**src/adcsq_regs.svh**
```systemverilog
// Register offsets, field positions, reset values and timing constants of the converter sequencer.
// Included by the design modules and the bench; definitions only.
`ifndef ADCSQ_REGS_SVH
`define ADCSQ_REGS_SVH
`define ADCSQ_OFF_COMMAND 8'h00
`define ADCSQ_OFF_SETUP 8'h04
`define ADCSQ_OFF_CH_EN 8'h10
`define ADCSQ_OFF_CH_DIS 8'h14
`define ADCSQ_OFF_CH_STATE 8'h18
`define ADCSQ_OFF_FLAGS 8'h1c
`define ADCSQ_OFF_LATEST 8'h20
`define ADCSQ_OFF_IRQ_UNMASK 8'h24
`define ADCSQ_OFF_IRQ_REMASK 8'h28
`define ADCSQ_OFF_IRQ_STATE 8'h2c
`define ADCSQ_OFF_RESULT0 8'h30
`define ADCSQ_OFF_RESULT7 8'h4c
`define ADCSQ_OFF_DMA_CNT 8'h50
`define ADCSQ_OFF_DMA_NEXT 8'h54
`define ADCSQ_BIT_SOFT_RESET 0
`define ADCSQ_BIT_START 1
`define ADCSQ_BIT_TRIG_EN 0
`define ADCSQ_BIT_EIGHT 4
`define ADCSQ_BIT_SLEEP 5
`define ADCSQ_SETUP_MASK 32'h0f1f3f3f
`define ADCSQ_FLAGS_RESET 32'h000c0000
`define ADCSQ_SEL_TIMER0 3'h0
`define ADCSQ_SEL_TIMER1 3'h1
`define ADCSQ_SEL_TIMER2 3'h2
`define ADCSQ_SEL_EXT 3'h6
`define ADCSQ_STARTUP_MULT 4
`define ADCSQ_CONV_CYCLES 4'ha
`endif

```
**src/adcsq_pkg.sv**
```systemverilog
// Types shared by the converter sequencer modules.
// Assumes adcsq_regs.svh is on the include path.
package adcsq_pkg;
  // Operating setup fields as software sees them
  typedef struct packed {
    logic [3:0] sample_hold_time;
    logic [4:0] startup_time;
    logic [5:0] conv_clock_divider;
    logic sleep_select;
    logic eight_bit_select;
    logic [2:0] hw_trigger_select;
    logic hw_trigger_enable;
  } adcsq_setup_t;
  // Result handed back by the analog cell
  typedef struct packed {
    logic valid;
    logic [2:0] chan;
    logic [9:0] data;
  } adcsq_result_t;
  // Sequencer states, one-hot
  typedef enum logic [4:0] {
    ADCSQ_IDLE = 5'h01,
    ADCSQ_WAKE = 5'h02,
    ADCSQ_SAMPLE = 5'h04,
    ADCSQ_CONVERT = 5'h08,
    ADCSQ_NEXT = 5'h10
  } adcsq_state_t;
endpackage : adcsq_pkg

```
**src/adcsq_clkdiv.sv**
```systemverilog
// Converter clock tick generator: a one-cycle pulse every 2*(divider+1) master clocks.
// Assumes a synchronous active-low reset on the master clock.
`timescale 1ns/100ps
`include "adcsq_regs.svh"
module adcsq_clkdiv
  import adcsq_pkg::*;
#(
  parameter int DIV_W = 6
) (
  input wire logic mclk,
  input wire logic rst_b,
  input wire logic [DIV_W-1:0] divider,
  output logic tick
);
  logic [DIV_W:0] cnt_r; // Master clocks in the current converter period
  wire [DIV_W:0] last_w = {divider, 1'b1}; // 2*(divider+1)-1
  wire wrap_w = (cnt_r >= last_w);
  // Period counter; the >= compare recovers if divider shrinks mid-period
  always_ff @(posedge mclk) begin
    if (!rst_b) begin
      cnt_r <= '0;
      tick <= 1'b0;
    end else begin
      cnt_r <= wrap_w ? '0 : cnt_r + 1'b1;
      tick <= wrap_w;
    end
  end
endmodule : adcsq_clkdiv

```
**src/adcsq_top.sv**
```systemverilog
// Converter sequencer: register file, trigger handling, sequencer and status flags.
// Assumes a plain register port on mclk and an analog cell that answers each conversion
// request with one result pulse; trigger pins are asynchronous.
// Behaviour
// Command bit 0 resets the whole block
// Command bit 1 starts a sequence
// Trigger enable low ignores hardware triggers
// Trigger enable high accepts the selected trigger
// Select codes 0-2 timers, 6 external pin
// Resolution bit chooses ten or eight bits
// Sleep bit powers cell down between sequences
// Converter clock is master over 2*(div+1)
// Startup waits 8*(startup+1) converter clocks
// Sampling lasts sample-hold+1 converter clocks
// Channel enable write sets channels
// Channel disable write clears channels
// Software avoids disabling channels mid-conversion
// Channel state shows enables, reset all off
// Done flag means enabled and converted
// Channel overrun flags since last status read
// Ready flag since last latest-result read
// Global overrun since last status read
// DMA count end since last counter write
// Buffers full when both counters zero
// Per-channel results at 0x30 to 0x4c
// Setup register field layout
// Result reads clear done and ready flags
// Status read clears overrun flags
// Rising edge of selected trigger starts
// Unmask write sets interrupt mask bits
//
// Strobed register access was chosen for this implementation.
`timescale 1ns/100ps
`include "adcsq_regs.svh"
module adcsq_top
  import adcsq_pkg::*;
#(
  parameter int NCH = 8,
  parameter int CNT_W = 16
) (
  input wire logic mclk,
  input wire logic rst_b,
  input wire logic [7:0] reg_addr,
  input wire logic [31:0] reg_wdata,
  input wire logic reg_wr,
  input wire logic reg_rd,
  output logic [31:0] reg_rdata,
  input wire logic [2:0] timer_waveform_output,
  input wire logic external_trigger_pin,
  input wire logic dma_word_taken,
  output logic cell_power_on,
  output logic cell_convert,
  output logic [2:0] cell_channel,
  output logic cell_eight_bit,
  output logic cell_sampling,
  input wire logic cell_done,
  input wire logic [9:0] cell_data,
  output logic dma_request
);
  // Register writes and reads decoded as named wires
  wire wr_cmd = reg_wr && reg_addr == `ADCSQ_OFF_COMMAND;
  wire soft_rst = wr_cmd && reg_wdata[`ADCSQ_BIT_SOFT_RESET];
  logic soft_rst_r; // Pending software reset
  wire blk_rst_b = rst_b && !soft_rst_r; // Soft reset acts one cycle after the write
  wire sw_start = wr_cmd && reg_wdata[`ADCSQ_BIT_START];
  wire wr_setup = reg_wr && reg_addr == `ADCSQ_OFF_SETUP;
  wire wr_chen = reg_wr && reg_addr == `ADCSQ_OFF_CH_EN;
  wire wr_chdis = reg_wr && reg_addr == `ADCSQ_OFF_CH_DIS;
  wire wr_unmask = reg_wr && reg_addr == `ADCSQ_OFF_IRQ_UNMASK;
  wire wr_remask = reg_wr && reg_addr == `ADCSQ_OFF_IRQ_REMASK;
  wire wr_dcnt = reg_wr && reg_addr == `ADCSQ_OFF_DMA_CNT;
  wire wr_dnext = reg_wr && reg_addr == `ADCSQ_OFF_DMA_NEXT;
  wire rd_flags = reg_rd && reg_addr == `ADCSQ_OFF_FLAGS;
  wire rd_latest = reg_rd && reg_addr == `ADCSQ_OFF_LATEST;
  wire rd_res = reg_rd && reg_addr >= `ADCSQ_OFF_RESULT0 && reg_addr <= `ADCSQ_OFF_RESULT7;
  wire [7:0] res_off = reg_addr - `ADCSQ_OFF_RESULT0;
  wire [2:0] res_idx = res_off[4:2];

  logic warm_r; // Cell already powered when the sequence began
  adcsq_setup_t setup_r; // Operating setup register
  logic [NCH-1:0] chan_on_r; // Channel enables
  logic [NCH-1:0] done_r; // Per-channel conversion done
  logic [NCH-1:0] ovr_r; // Per-channel overrun
  logic ready_r; // Latest result valid
  logic govr_r; // Global overrun
  logic cnt_end_r; // DMA count reached zero
  logic [31:0] irq_mask_r; // Interrupt mask state; no interrupt line in this block
  logic [CNT_W-1:0] dma_cnt_r; // DMA receive counter
  logic [CNT_W-1:0] dma_next_r; // DMA next receive counter
  logic [9:0] res_mem_r [NCH]; // Per-channel results
  logic [2:0] last_ch_r; // Channel of latest result
  logic [9:0] last_data_r; // Latest result
  adcsq_state_t st_r; // Sequencer state
  logic [8:0] tcnt_r; // Converter clock counter within a phase
  logic [2:0] cur_ch_r; // Channel being converted
  logic [31:0] rdata_nxt;
  logic conv_tick; // Converter clock tick
  logic hw_start; // Qualified hardware trigger edge

  // Soft reset pulse, held in its own flop so it also clears the rest
  always_ff @(posedge mclk) begin
    if (!rst_b) soft_rst_r <= 1'b0;
    else soft_rst_r <= soft_rst;
  end

  adcsq_clkdiv #(.DIV_W(6)) u_div (
    .mclk(mclk),
    .rst_b(blk_rst_b),
    .divider(setup_r.conv_clock_divider),
    .tick(conv_tick)
  );

  adcsq_trigsel u_trig (
    .mclk(mclk),
    .rst_b(blk_rst_b),
    .timer_waveform_output(timer_waveform_output),
    .external_trigger_pin(external_trigger_pin),
    .enable(setup_r.hw_trigger_enable),
    .select(setup_r.hw_trigger_select),
    .hw_start(hw_start)
  );

  // Sequencer helper terms; triggers during a sequence are dropped
  wire start_req = sw_start || hw_start;
  wire [8:0] wake_len = {{4{1'b0}}, setup_r.startup_time} * 9'(`ADCSQ_STARTUP_MULT * 2) + 9'h7;
  wire [NCH-1:0] above_mask = ~((NCH'(2) << cur_ch_r) - NCH'(1));
  wire [NCH-1:0] later_on = chan_on_r & above_mask;
  wire any_on = |chan_on_r;
  wire more_ch = |later_on;
  wire cell_ok = cell_done && st_r == ADCSQ_CONVERT;
  wire [9:0] res_val = setup_r.eight_bit_select ? {2'h0, cell_data[9:2]} : cell_data;
  logic [2:0] first_ch;
  logic [2:0] next_ch;
  // Lowest enabled channel, and lowest enabled above the current one
  always_comb begin
    first_ch = '0;
    next_ch = '0;
    for (int i = NCH - 1; i >= 0; i--) begin
      if (chan_on_r[i]) first_ch = 3'(i);
      if (later_on[i]) next_ch = 3'(i);
    end
  end

  // Sequencer: wake, sample, convert per enabled channel, then idle
  always_ff @(posedge mclk) begin
    if (!blk_rst_b) begin
      st_r <= ADCSQ_IDLE;
      tcnt_r <= '0;
      cur_ch_r <= '0;
      warm_r <= 1'b0;
    end else begin
      case (st_r)
        ADCSQ_IDLE: begin
          if (start_req && any_on) begin
            st_r <= ADCSQ_WAKE;
            cur_ch_r <= first_ch;
            tcnt_r <= '0;
            // Power is judged at the start: it rises during wake and must not cut it short
            warm_r <= !setup_r.sleep_select && cell_power_on;
          end
        end
        ADCSQ_WAKE: begin
          // Cell already up in normal mode after first sequence: wake is short
          if (conv_tick) begin
            tcnt_r <= tcnt_r + 9'h1;
            if (tcnt_r >= wake_len || warm_r) begin
              st_r <= ADCSQ_SAMPLE;
              tcnt_r <= '0;
            end
          end
        end
        ADCSQ_SAMPLE: begin
          if (conv_tick) begin
            tcnt_r <= tcnt_r + 9'h1;
            if (tcnt_r >= {5'h0, setup_r.sample_hold_time}) begin
              st_r <= ADCSQ_CONVERT;
              tcnt_r <= '0;
            end
          end
        end
        ADCSQ_CONVERT: begin
          if (cell_ok) st_r <= ADCSQ_NEXT;
        end
        ADCSQ_NEXT: begin
          // Wait for a tick so the next sampling phase is whole converter periods
          if (more_ch && conv_tick) begin
            cur_ch_r <= next_ch;
            st_r <= ADCSQ_SAMPLE;
          end else if (!more_ch) begin
            st_r <= ADCSQ_IDLE;
          end
        end
        default: st_r <= ADCSQ_IDLE;
      endcase
    end
  end

  // Cell control: power stays on in normal mode once woken, drops in sleep mode
  always_ff @(posedge mclk) begin
    if (!blk_rst_b) begin
      cell_power_on <= 1'b0;
      cell_convert <= 1'b0;
      cell_channel <= '0;
      cell_eight_bit <= 1'b0;
      cell_sampling <= 1'b0;
    end else begin
      if (st_r == ADCSQ_WAKE) cell_power_on <= 1'b1;
      else if (st_r == ADCSQ_IDLE && setup_r.sleep_select) cell_power_on <= 1'b0;
      cell_convert <= st_r == ADCSQ_SAMPLE && conv_tick
                      && tcnt_r >= {5'h0, setup_r.sample_hold_time};
      cell_channel <= cur_ch_r;
      cell_eight_bit <= setup_r.eight_bit_select;
      cell_sampling <= st_r == ADCSQ_SAMPLE;
    end
  end

  // Setup, channel enables and interrupt mask written by software
  always_ff @(posedge mclk) begin
    if (!blk_rst_b) begin
      setup_r <= '0;
      chan_on_r <= '0;
      irq_mask_r <= '0;
    end else begin
      if (wr_setup) setup_r <= adcsq_setup_t'({reg_wdata[27:24], reg_wdata[20:16],
                                 reg_wdata[13:8], reg_wdata[5:0]});
      chan_on_r <= (chan_on_r | ({NCH{wr_chen}} & reg_wdata[NCH-1:0]))
                   & ~({NCH{wr_chdis}} & reg_wdata[NCH-1:0]);
      irq_mask_r <= (irq_mask_r | ({32{wr_unmask}} & reg_wdata & 32'h000fffff))
                    & ~({32{wr_remask}} & reg_wdata);
    end
  end

  // Per-channel results and flags; a hardware set wins over a read clear
  genvar g;
  for (g = 0; g < NCH; g++) begin : g_ch
    wire hit = cell_ok && cur_ch_r == 3'(g) && chan_on_r[g];
    wire clr = (rd_res && res_idx == 3'(g)) || (rd_latest && last_ch_r == 3'(g));
    always_ff @(posedge mclk) begin
      if (!blk_rst_b) begin
        res_mem_r[g] <= '0;
        done_r[g] <= 1'b0;
        ovr_r[g] <= 1'b0;
      end else begin
        if (hit) res_mem_r[g] <= res_val;
        done_r[g] <= hit | (done_r[g] & ~clr);
        ovr_r[g] <= (hit & done_r[g] & ~clr) | (ovr_r[g] & ~rd_flags);
      end
    end
  end

  // Latest result, ready, global overrun and DMA counters
  always_ff @(posedge mclk) begin
    if (!blk_rst_b) begin
      last_ch_r <= '0;
      last_data_r <= '0;
      ready_r <= 1'b0;
      govr_r <= 1'b0;
      dma_cnt_r <= '0;
      dma_next_r <= '0;
      cnt_end_r <= 1'b1;
      dma_request <= 1'b0;
    end else begin
      if (cell_ok) begin
        last_ch_r <= cur_ch_r;
        last_data_r <= res_val;
      end
      ready_r <= cell_ok | (ready_r & ~rd_latest);
      govr_r <= (cell_ok & ready_r & ~rd_latest) | (govr_r & ~rd_flags);
      dma_request <= cell_ok && dma_cnt_r != '0;
      if (wr_dcnt) dma_cnt_r <= reg_wdata[CNT_W-1:0];
      else if (dma_word_taken && dma_cnt_r != '0) begin
        dma_cnt_r <= (dma_cnt_r == CNT_W'(1)) ? dma_next_r : dma_cnt_r - CNT_W'(1);
      end
      if (wr_dnext) dma_next_r <= reg_wdata[CNT_W-1:0];
      else if (!wr_dcnt && dma_word_taken && dma_cnt_r == CNT_W'(1)) dma_next_r <= '0;
      if (dma_word_taken && dma_cnt_r == CNT_W'(1)) cnt_end_r <= 1'b1;
      else if (wr_dcnt || wr_dnext) cnt_end_r <= 1'b0;
    end
  end

  // Read mux; unmapped offsets read zero
  wire buf_full = dma_cnt_r == '0 && dma_next_r == '0;
  wire [31:0] flags_w = {12'h0, buf_full, cnt_end_r, govr_r, ready_r,
                         8'(ovr_r), 8'(done_r & chan_on_r)};
  always_comb begin
    rdata_nxt = '0;
    if (rd_res) rdata_nxt = {22'h0, res_mem_r[res_idx]};
    else begin
      case (reg_addr)
        `ADCSQ_OFF_SETUP: rdata_nxt = 32'(setup_r[5:0]) | (32'(setup_r[11:6]) << 8)
            | (32'(setup_r[16:12]) << 16) | (32'(setup_r[20:17]) << 24);
        `ADCSQ_OFF_CH_STATE: rdata_nxt = 32'(chan_on_r);
        `ADCSQ_OFF_FLAGS: rdata_nxt = flags_w;
        `ADCSQ_OFF_LATEST: rdata_nxt = {22'h0, last_data_r};
        `ADCSQ_OFF_IRQ_STATE: rdata_nxt = irq_mask_r;
        `ADCSQ_OFF_DMA_CNT: rdata_nxt = 32'(dma_cnt_r);
        `ADCSQ_OFF_DMA_NEXT: rdata_nxt = 32'(dma_next_r);
        default: rdata_nxt = '0;
      endcase
    end
  end

  // Read data stands only in the cycle after the read strobe
  always_ff @(posedge mclk) begin
    if (!rst_b) reg_rdata <= '0;
    else reg_rdata <= reg_rd ? rdata_nxt : '0;
  end

  a_soft_reset_clr: assert property (@(posedge mclk) disable iff (!rst_b)
    soft_rst |=> ##1 (chan_on_r == '0 && st_r == ADCSQ_IDLE))
    else $error("soft reset did not clear state");
  a_chen_sets: assert property (@(posedge mclk) disable iff (!blk_rst_b)
    wr_chen && !soft_rst |=> (chan_on_r & $past(reg_wdata[NCH-1:0])) != '0
      || $past(reg_wdata[NCH-1:0]) == '0 || $past(wr_chdis))
    else $error("channel enable ignored");
  a_chdis_clears: assert property (@(posedge mclk) disable iff (!blk_rst_b)
    wr_chdis |=> (chan_on_r & $past(reg_wdata[NCH-1:0])) == '0)
    else $error("channel disable ignored");
  a_trig_off_idle: assert property (@(posedge mclk) disable iff (!blk_rst_b)
    st_r == ADCSQ_IDLE && !sw_start && !setup_r.hw_trigger_enable
      && !$past(setup_r.hw_trigger_enable) |=> st_r == ADCSQ_IDLE)
    else $error("sequence started without trigger");
  a_start_wakes: assert property (@(posedge mclk) disable iff (!blk_rst_b)
    st_r == ADCSQ_IDLE && sw_start && any_on && !soft_rst |=> st_r == ADCSQ_WAKE)
    else $error("start did not begin sequence");
  a_wake_full: assert property (@(posedge mclk) disable iff (!blk_rst_b)
    st_r == ADCSQ_WAKE && !warm_r && conv_tick && tcnt_r < wake_len |=> st_r == ADCSQ_WAKE)
    else $error("startup wait cut short");
  a_ovr_status_clr: assert property (@(posedge mclk) disable iff (!blk_rst_b)
    rd_flags && !cell_ok |=> ovr_r == '0 && !govr_r)
    else $error("status read left overruns");
  a_ready_sets: assert property (@(posedge mclk) disable iff (!blk_rst_b)
    cell_ok |=> ready_r)
    else $error("ready not set by result");
  a_buf_full: assert property (@(posedge mclk) disable iff (!blk_rst_b)
    reg_rd && reg_addr == `ADCSQ_OFF_FLAGS |=> reg_rdata[19] == $past(buf_full))
    else $error("buffer full flag wrong");
  a_tick_period: assert property (@(posedge mclk) disable iff (!blk_rst_b)
    conv_tick && setup_r.conv_clock_divider == '0 ##1 setup_r.conv_clock_divider == '0
      |=> conv_tick)
    else $error("converter clock period wrong");
  c_sequence: cover property (@(posedge mclk) st_r == ADCSQ_NEXT && !more_ch);
  c_hw_start: cover property (@(posedge mclk) hw_start && st_r == ADCSQ_IDLE);
  c_overrun: cover property (@(posedge mclk) govr_r && ovr_r != '0);
endmodule : adcsq_top

```
**src/adcsq_trigsel.sv**
```systemverilog
// Hardware trigger selection with two-stage synchronisers and rising-edge detect.
// Assumes trigger pins are asynchronous to mclk.
`timescale 1ns/100ps
`include "adcsq_regs.svh"
module adcsq_trigsel
  import adcsq_pkg::*;
(
  input wire logic mclk,
  input wire logic rst_b,
  input wire logic [2:0] timer_waveform_output,
  input wire logic external_trigger_pin,
  input wire logic enable,
  input wire logic [2:0] select,
  output logic hw_start
);
  logic [3:0] meta_r; // First synchroniser stage, read only by sync_r
  logic [3:0] sync_r; // Second synchroniser stage
  logic prev_r; // Selected level one cycle ago
  logic sel_lvl;
  // Reserved codes pick nothing, so they never start a sequence
  always_comb begin
    case (select)
      `ADCSQ_SEL_TIMER0: sel_lvl = sync_r[0];
      `ADCSQ_SEL_TIMER1: sel_lvl = sync_r[1];
      `ADCSQ_SEL_TIMER2: sel_lvl = sync_r[2];
      `ADCSQ_SEL_EXT: sel_lvl = sync_r[3];
      default: sel_lvl = 1'b0;
    endcase
  end
  // Synchronise, then fire on a rising edge only while enabled
  always_ff @(posedge mclk) begin
    if (!rst_b) begin
      meta_r <= '0;
      sync_r <= '0;
      prev_r <= 1'b0;
      hw_start <= 1'b0;
    end else begin
      meta_r <= {external_trigger_pin, timer_waveform_output};
      sync_r <= meta_r;
      prev_r <= sel_lvl;
      hw_start <= enable & sel_lvl & ~prev_r;
    end
  end
endmodule : adcsq_trigsel
```
**config.mk**
```make
export PLATFORM = sky130hd
export DESIGN_NAME = adcsq_top
export DESIGN_NICKNAME = d
export VERILOG_FILES = /design/src/adcsq_pkg.sv /design/src/adcsq_clkdiv.sv /design/src/adcsq_top.sv /design/src/adcsq_trigsel.sv
export VERILOG_INCLUDE_DIRS = /design/src /design/src/src
export SDC_FILE = /design/constraint.sdc
export NUM_CORES = 1
export LEC_CHECK = 0
export ABC_AREA = 1
export BUFFER_PORTS_ARGS = -buffer_cell sky130_fd_sc_hd__clkbuf_2
export CAP_MARGIN = 20
export CORE_AREA = 8 8 191 193
export DETAILED_ROUTE_END_ITERATION = 10
export DIE_AREA = 0 0 199 201
export PLACE_DENSITY = 0.57
export SLEW_MARGIN = 20
export SYNTH_ARGS = -nofsm -noshare
export SYNTH_HDL_FRONTEND = slang
export SYNTH_HIERARCHICAL = 1
export SYNTH_SLANG_ARGS = --single-unit
```
**constraint.sdc**
```tcl
create_clock -name mclk -period 4.4 [get_ports mclk]
set_input_delay 1.32 -clock mclk [delete_from_list [all_inputs] [get_ports mclk]]
set_output_delay 1.32 -clock mclk [all_outputs]
set_load 0.02 [all_outputs]
```
==> impl_results.md, run 1 <==
* Drt wl/cell at 18.5 µm
* TritonCTS Buffers at 35
* Share of the synthesized area in the top cell type at 30.7%
* Tcrit/Tclk final at 69.1%
* Die Wd at 199 µm
* Tot GR Track Use at 20.9%
* CP Max Fanout at 21
* Vias in the first global route at 11600
* Final min period at 3040 ps
* Startpoint Class: input port
* Slew margin rel. at 32.6%
* TritonCTS clock tree: built
* Clock tree sinks at 282
* Clock transition at the registers of the reported paths at 50 ps
* Fmax achieved at 329 MHz
* Netlist cell types at 47
* Final HPWL from detailed placement at 30400 µm
* Slew @ Worst Pin at 983 ps
* HP Class: reg -> reg
* WL met2 at 19600 µm
* Wire length on met3 at 2850 µm
* Fin. Hold Viols at 0
* Peak VDD IR at 310 µV
* H-Tree Depth at 2
* M1 wire length at 18500 µm
* Post-place instance area at 14100 µm²
* Max-Cap Viols at 0
* Root Driver: clkbuf_16
* Tot Pwr at 6970 µW
* Top_reg_cell synth: dfxtp_1
* DR iter-0 viols at 1039
* Crit path DAT at 3400 ps
* Fraction of layout cells with a size suffix above 1 at 11.3%
* Critical path capture point type: register
* Post-Syn Area at 13200 µm²
* Area leader, netlist: dfxtp_1
* Final hold slack at 407 ps
* Mean post-synth cell area at 7.58 µm²
* Clock tree buffer depth at 3
* Most frequent cells in the layout: nand2_1 (384), nor2_1 (229), inv_1 (214), dfxtp_1 (202), a21oi_1 (138)
* Total core area at 33300 µm²
* Post-synth ARST share at 0%
* Setup Buffers After CTS at 0
* Slew Viols, Final at 0
* Top sig layer: met4
* ANT cells at 0
* IO Count at 100
* YS warnings at 6
* Post-synthesis sequential area ratio at 48.9%
* Final Skew at 21.7 ps
* Die ar. at 40000 µm²
* Final GP Congestion at 0.914
* # rows at 67
* Status: finished, final reports clean
* Die H at 201 µm
* Synth area leaders: dfxtp_1 (31%), edfxtp_1 (18%), nand2_1 (11%)
* Post-Synthesis Cells at 1740
* First-pass GRT wire length at 65900 µm
* Residual DRC at 0
* GRT overflow at 0
* Final ANT Viol Nets at 0
* Most common cell after layout, fill and taps aside: nand2_1
* Fin area at 15200 µm²
* Antenna violations before repair at 0
* Pwr Density at 457 nW/µm²
* Area grow syn2layout at 15.5%
* Starting density of the core at 39.6%
* DRT Wirelength at 42500 µm
* First-pass DRT Iterations at 5
* Largest net degree at the start of global routing at 84
* Skew-Pair Late Insertion Delay at 530 ps
* Critical setup path kind: in -> reg
* Mapped Nets at 1819
* Number of synthesized register bits at 282
* Final setup vio count at 0
* Hold_buf cts at 0
* Final setup TNS at 0 ps
* Leakage power at 0.00649 µW
* Filler instances at 3377
* I/O Buffers at 99
* CP Data Required Time at 4760 ps
* Post-synth EDFFs at 80
* RSZ-0062 raised after global routing: false
* Nets at 1906
* CTS resizes at 0
* Vias at 12059
* DR vias/cell at 5.24
[final cells by class]
class	instances	area [µm²]	share of cell area, %
clock buffers	48	986	6.47
clock inverters	14	160	1.05
inverters	222	833	5.47
multi-input cells	1166	5590	36.7
flip-flops and latches	282	6450	42.3
well taps	448	561	3.68
repair buffers	120	653	4.29
[routing by layer]
metal / vias to the layer above / global-route usage (%)
met4: 0 / 8.21
met5: - / 0
met1: 5651 / 27.6
met2: 437 / 33.7
li1: 5877 / -
met3: 94 / 3.39
[cell usage after synthesis, types with 15 or more instances]
cell type  number
dfxtp_1       202
nand3_1       100
nor2_1        229
o21ai_0       119
nand4_1        32
nor3_1         15
clkbuf_1       44
inv_1         214
o22ai_1        29
nand2_1       384
ha_1           19
a21oi_1       138
edfxtp_1       80
[stage by stage]
stage	setup WS, ps	util (%)	cells
floorplan	1440	-	1740
global placement	907	42.3	2238
detailed placement	867	42.3	2238
CTS	1400	45.8	2300
global route	1180	45.8	2300
finish	1360	45.8	2300
[worst max-delay path: stages]
cell and delay [ps]:
clkbuf_2 280, inv_2 200, nor2_1 120, nand2_1 80, inv_1 90, nand2_1 80, inv_1 520, nand2_1 420
nand3_1 170, o21ai_0 100
[worst paths after layout]
path,from,end,slack (ps),cells past startpoint
setup / recovery,reg_addr[4],flags_w[13],1360,10
hold / removal,u_trig/meta_r[1],u_trig/sync_r[1],410,2
setup reg to reg,st_r[2],res_mem_r[2][8],1760,7
hold reg to reg,u_trig/meta_r[1],u_trig/sync_r[1],410,2
[state kept, by name, summed over array words and instances (netlist names), 3 cells and up]
signal and flops:
cell_channel 3, chan_on_r 8, cur_ch_r 3, dma_cnt_r 16, dma_next_r 16, done_r 8, flags_w 8, irq_mask_r 32
last_ch_r 3, last_data_r 10, reg_rdata 32, res_mem_r 80, setup_r 21, st_r 5, tcnt_r 9, u_div/cnt_r 7
u_trig/meta_r 4, u_trig/sync_r 4
[logic make-up after synthesis]
| family | Yosys count | share of synthesized area [%] |
|---|---|---|
| buf+inv | 292 | 8.73 |
| compound gates | 329 | 13.7 |
| xor+xnor | 15 | 0.997 |
| flops | 282 | 48.9 |
| simple gates | 797 | 25.5 |
| mux | 6 | 0.456 |
| fa+ha+maj | 19 | 1.80 |
[where the power goes]
part | leakage (µW) | switching, µW | internal (µW)
clock | 0.000564 | 1140 | 1750
sequential | 0.00246 | 88.1 | 2780
combinational | 0.00346 | 839 | 376
total | 0.00649 | 2060 | 4910
Note: power is estimated with default switching activity, not from simulation.
==> run 2: changes to the inputs <==
Clock period 4.4 ns to 2.8 ns, I/O delays scaled along.
==> run 2 against run 1 <==
  * Cell count up 1.7%
  * Power grew 55%
  * Final area rose by 1.9%
  * Global-route usage up 0.19 points
  * Setup slack worse by 720 ps
  * First-iteration DRC count is 17% lower
  * Largest power group is now sequential cells
  * Sequential share of layout area down 0.79 points
==> impl_results.md, run 2 (synthesis gave the netlist of run 1 again) <==
* Clock tree sinks at 282 (unchanged)
* H-Tree Depth at 2 (unchanged)
* Final setup vio count at 0 (unchanged)
* Fmax achieved at 463 MHz
* Root Driver: clkbuf_16
* RSZ-0062 raised after global routing: false
* Most frequent cells in the layout: nand2_1 (384), nor2_1 (229), inv_1 (214), dfxtp_1 (202), a21oi_1 (138)
* Peak VDD IR at 457 µV (+47%)
* Max-Cap Viols at 0 (unchanged)
* Slew Viols, Final at 0 (unchanged)
* ANT cells at 0 (unchanged)
* Slew @ Worst Pin at 621 ps (-361 ps)
* Register area at 6450 µm² (unchanged)
* Filler instances at 3418 (+1.2%)
* Residual DRC at 0 (unchanged)
* Vias in the first global route at 11521 (-0.68%)
* Pwr Density at 694 nW/µm² (+52%)
* Drt wl/cell at 18.3 µm (-1.1%)
* DRT Wirelength at 42700 µm (+0.54%)
* Worst min-delay path startpoint: u_trig/meta_r[0]
* Hold_buf cts at 0 (unchanged)
* Startpoint Class: register
* Die ar. at 40000 µm² (unchanged)
* Slew margin rel. at 58.3% (+26 points)
* TritonCTS clock tree: built
* Crit path DAT at 2520 ps (-880 ps)
* Critical path capture point type: register
* CTS resizes at 0 (unchanged)
* Die H at 201 µm (unchanged)
* Antenna violations before repair at 0 (unchanged)
* Nets at 1946 (+2.1%)
* Leakage power at 0.00666 µW (+2.7%)
* Fin. Hold Viols at 0 (unchanged)
* Status: finished, final reports clean
* # rows at 67 (unchanged)
* Setup WS post-layout at 641 ps (-718 ps)
* Clock transition at the registers of the reported paths at 60 ps (about the same)
* Area grow syn2layout at 17.7%
* Area of the multi-input gates at 5590 µm² (unchanged)
* Reg with most FFs: res_mem_r
* CP Data Required Time at 3160 ps (-1600 ps)
* Critical setup path kind: reg -> reg
* Final Skew at 26.2 ps (+4.54 ps)
* Final GP Congestion at 0.925 (+1.1%)
* DR iter-0 viols at 865 (-17%)
* Final HPWL from detailed placement at 30800 µm (+1.3%)
* Final setup TNS at 0 ps (unchanged)
* WHS Path Cells at 2 (unchanged)
* Tot GR Track Use at 21.1% (+0.19 points)
* Most common cell after layout, fill and taps aside: nand2_1
* Total core area at 33300 µm² (unchanged)
* Starting density of the core at 39.6% (unchanged)
* Critical Path Start: st_r[2]
* Fraction of layout cells with a size suffix above 1 at 13.2% (+1.8 points)
* Reg-to-reg critical path startpoint: st_r[2]
* Skew-Pair Late Insertion Delay at 530 ps (about the same)
* Vias at 12168 (+0.90%)
* First-pass GRT wire length at 66100 µm (+0.30%)
* Largest net degree at the start of global routing at 61 (-27%)
* CP Max Fanout at 11 (-48%)
* Final min period at 2160 ps
* Final ANT Viol Nets at 0 (unchanged)
* Reg2Reg Depth at 8 (+1)
* Clock tree buffer depth at 3 (unchanged)
* TritonCTS Buffers at 34 (-2.9%)
* DP Worst Slack at 190 ps (-676 ps)
* GRT overflow at 0 (unchanged)
* Setup Buffers After CTS at 0 (unchanged)
* Top Registers: res_mem_r (80), irq_mask_r (32), reg_rdata (32)
* I/O Buffers at 99 (unchanged)
* Max reg flops at 80 (unchanged)
* First-pass DRT Iterations at 5 (unchanged)
* IO Count at 100 (unchanged)
* Die Wd at 199 µm (unchanged)
* Tcrit/Tclk final at 77.1%
* DR vias/cell at 5.20 (-0.78%)
* HP Class: reg -> reg
==> run 2: worst max-delay path, cell delays in order (launching register included) <==
cell     delay [ps]
dfxtp_1         350
nor3_1          190
nand2_1          80
inv_1            70
nand2_1         160
buf_4           220
nor2_1          350
nand2_1         410
nor2_1          180
==> run 2: routing by layer <==
| layer | global-route usage [%] | routed length, µm | share of wire (%) | vias to the layer above |
|---|---|---|---|---|
| li1 | - | - | - | 5958 |
| met1 | 27.9 | 18700 | 44 | 5676 |
| met2 | 33.5 | 19600 | 46 | 425 |
| met3 | 3.91 | 2840 | 6.6 | 109 |
| met4 | 8.37 | 1630 | 3.8 | 0 |
| met5 | 0 | 0 | 0 | - |
==> run 2: worst paths after layout <==
check,slack [ps],end
worst min-delay path,410,u_trig/sync_r[0]
worst min register to register,410,u_trig/sync_r[0]
worst max-delay path,640,res_mem_r[7][9]
worst max register to register,640,res_mem_r[7][9]
==> run 2: power breakdown <==
group	switching [µW]	internal, µW
clock	1730	2580
combinational	1310	647
sequential	143	4370
total	3190	7590
==> run 2: through the flow <==
stage	total power, µW	cells	util, %	hold slack, ps	cell area [µm²]
after global placement	6510	2279	43.4	408	14400
final	10800	2339	46.6	409	15500
after detailed placement	6530	2279	43.4	399	14400
after floorplan	5990	1740	-	390	13200
after CTS	10900	2339	46.6	412	15500
after global routing	11300	2339	46.6	422	15500
==> run 2: cell type report <==
| cell class | count | share of cell area (%) |
|---|---|---|
| flip-flops and latches | 282 | 41.5 |
| well taps | 448 | 3.61 |
| multi-input cells | 1166 | 36.0 |
| repair buffers | 161 | 6.51 |
| inverters | 222 | 5.37 |
| clock inverters | 14 | 0.782 |
| clock buffers | 46 | 6.17 |
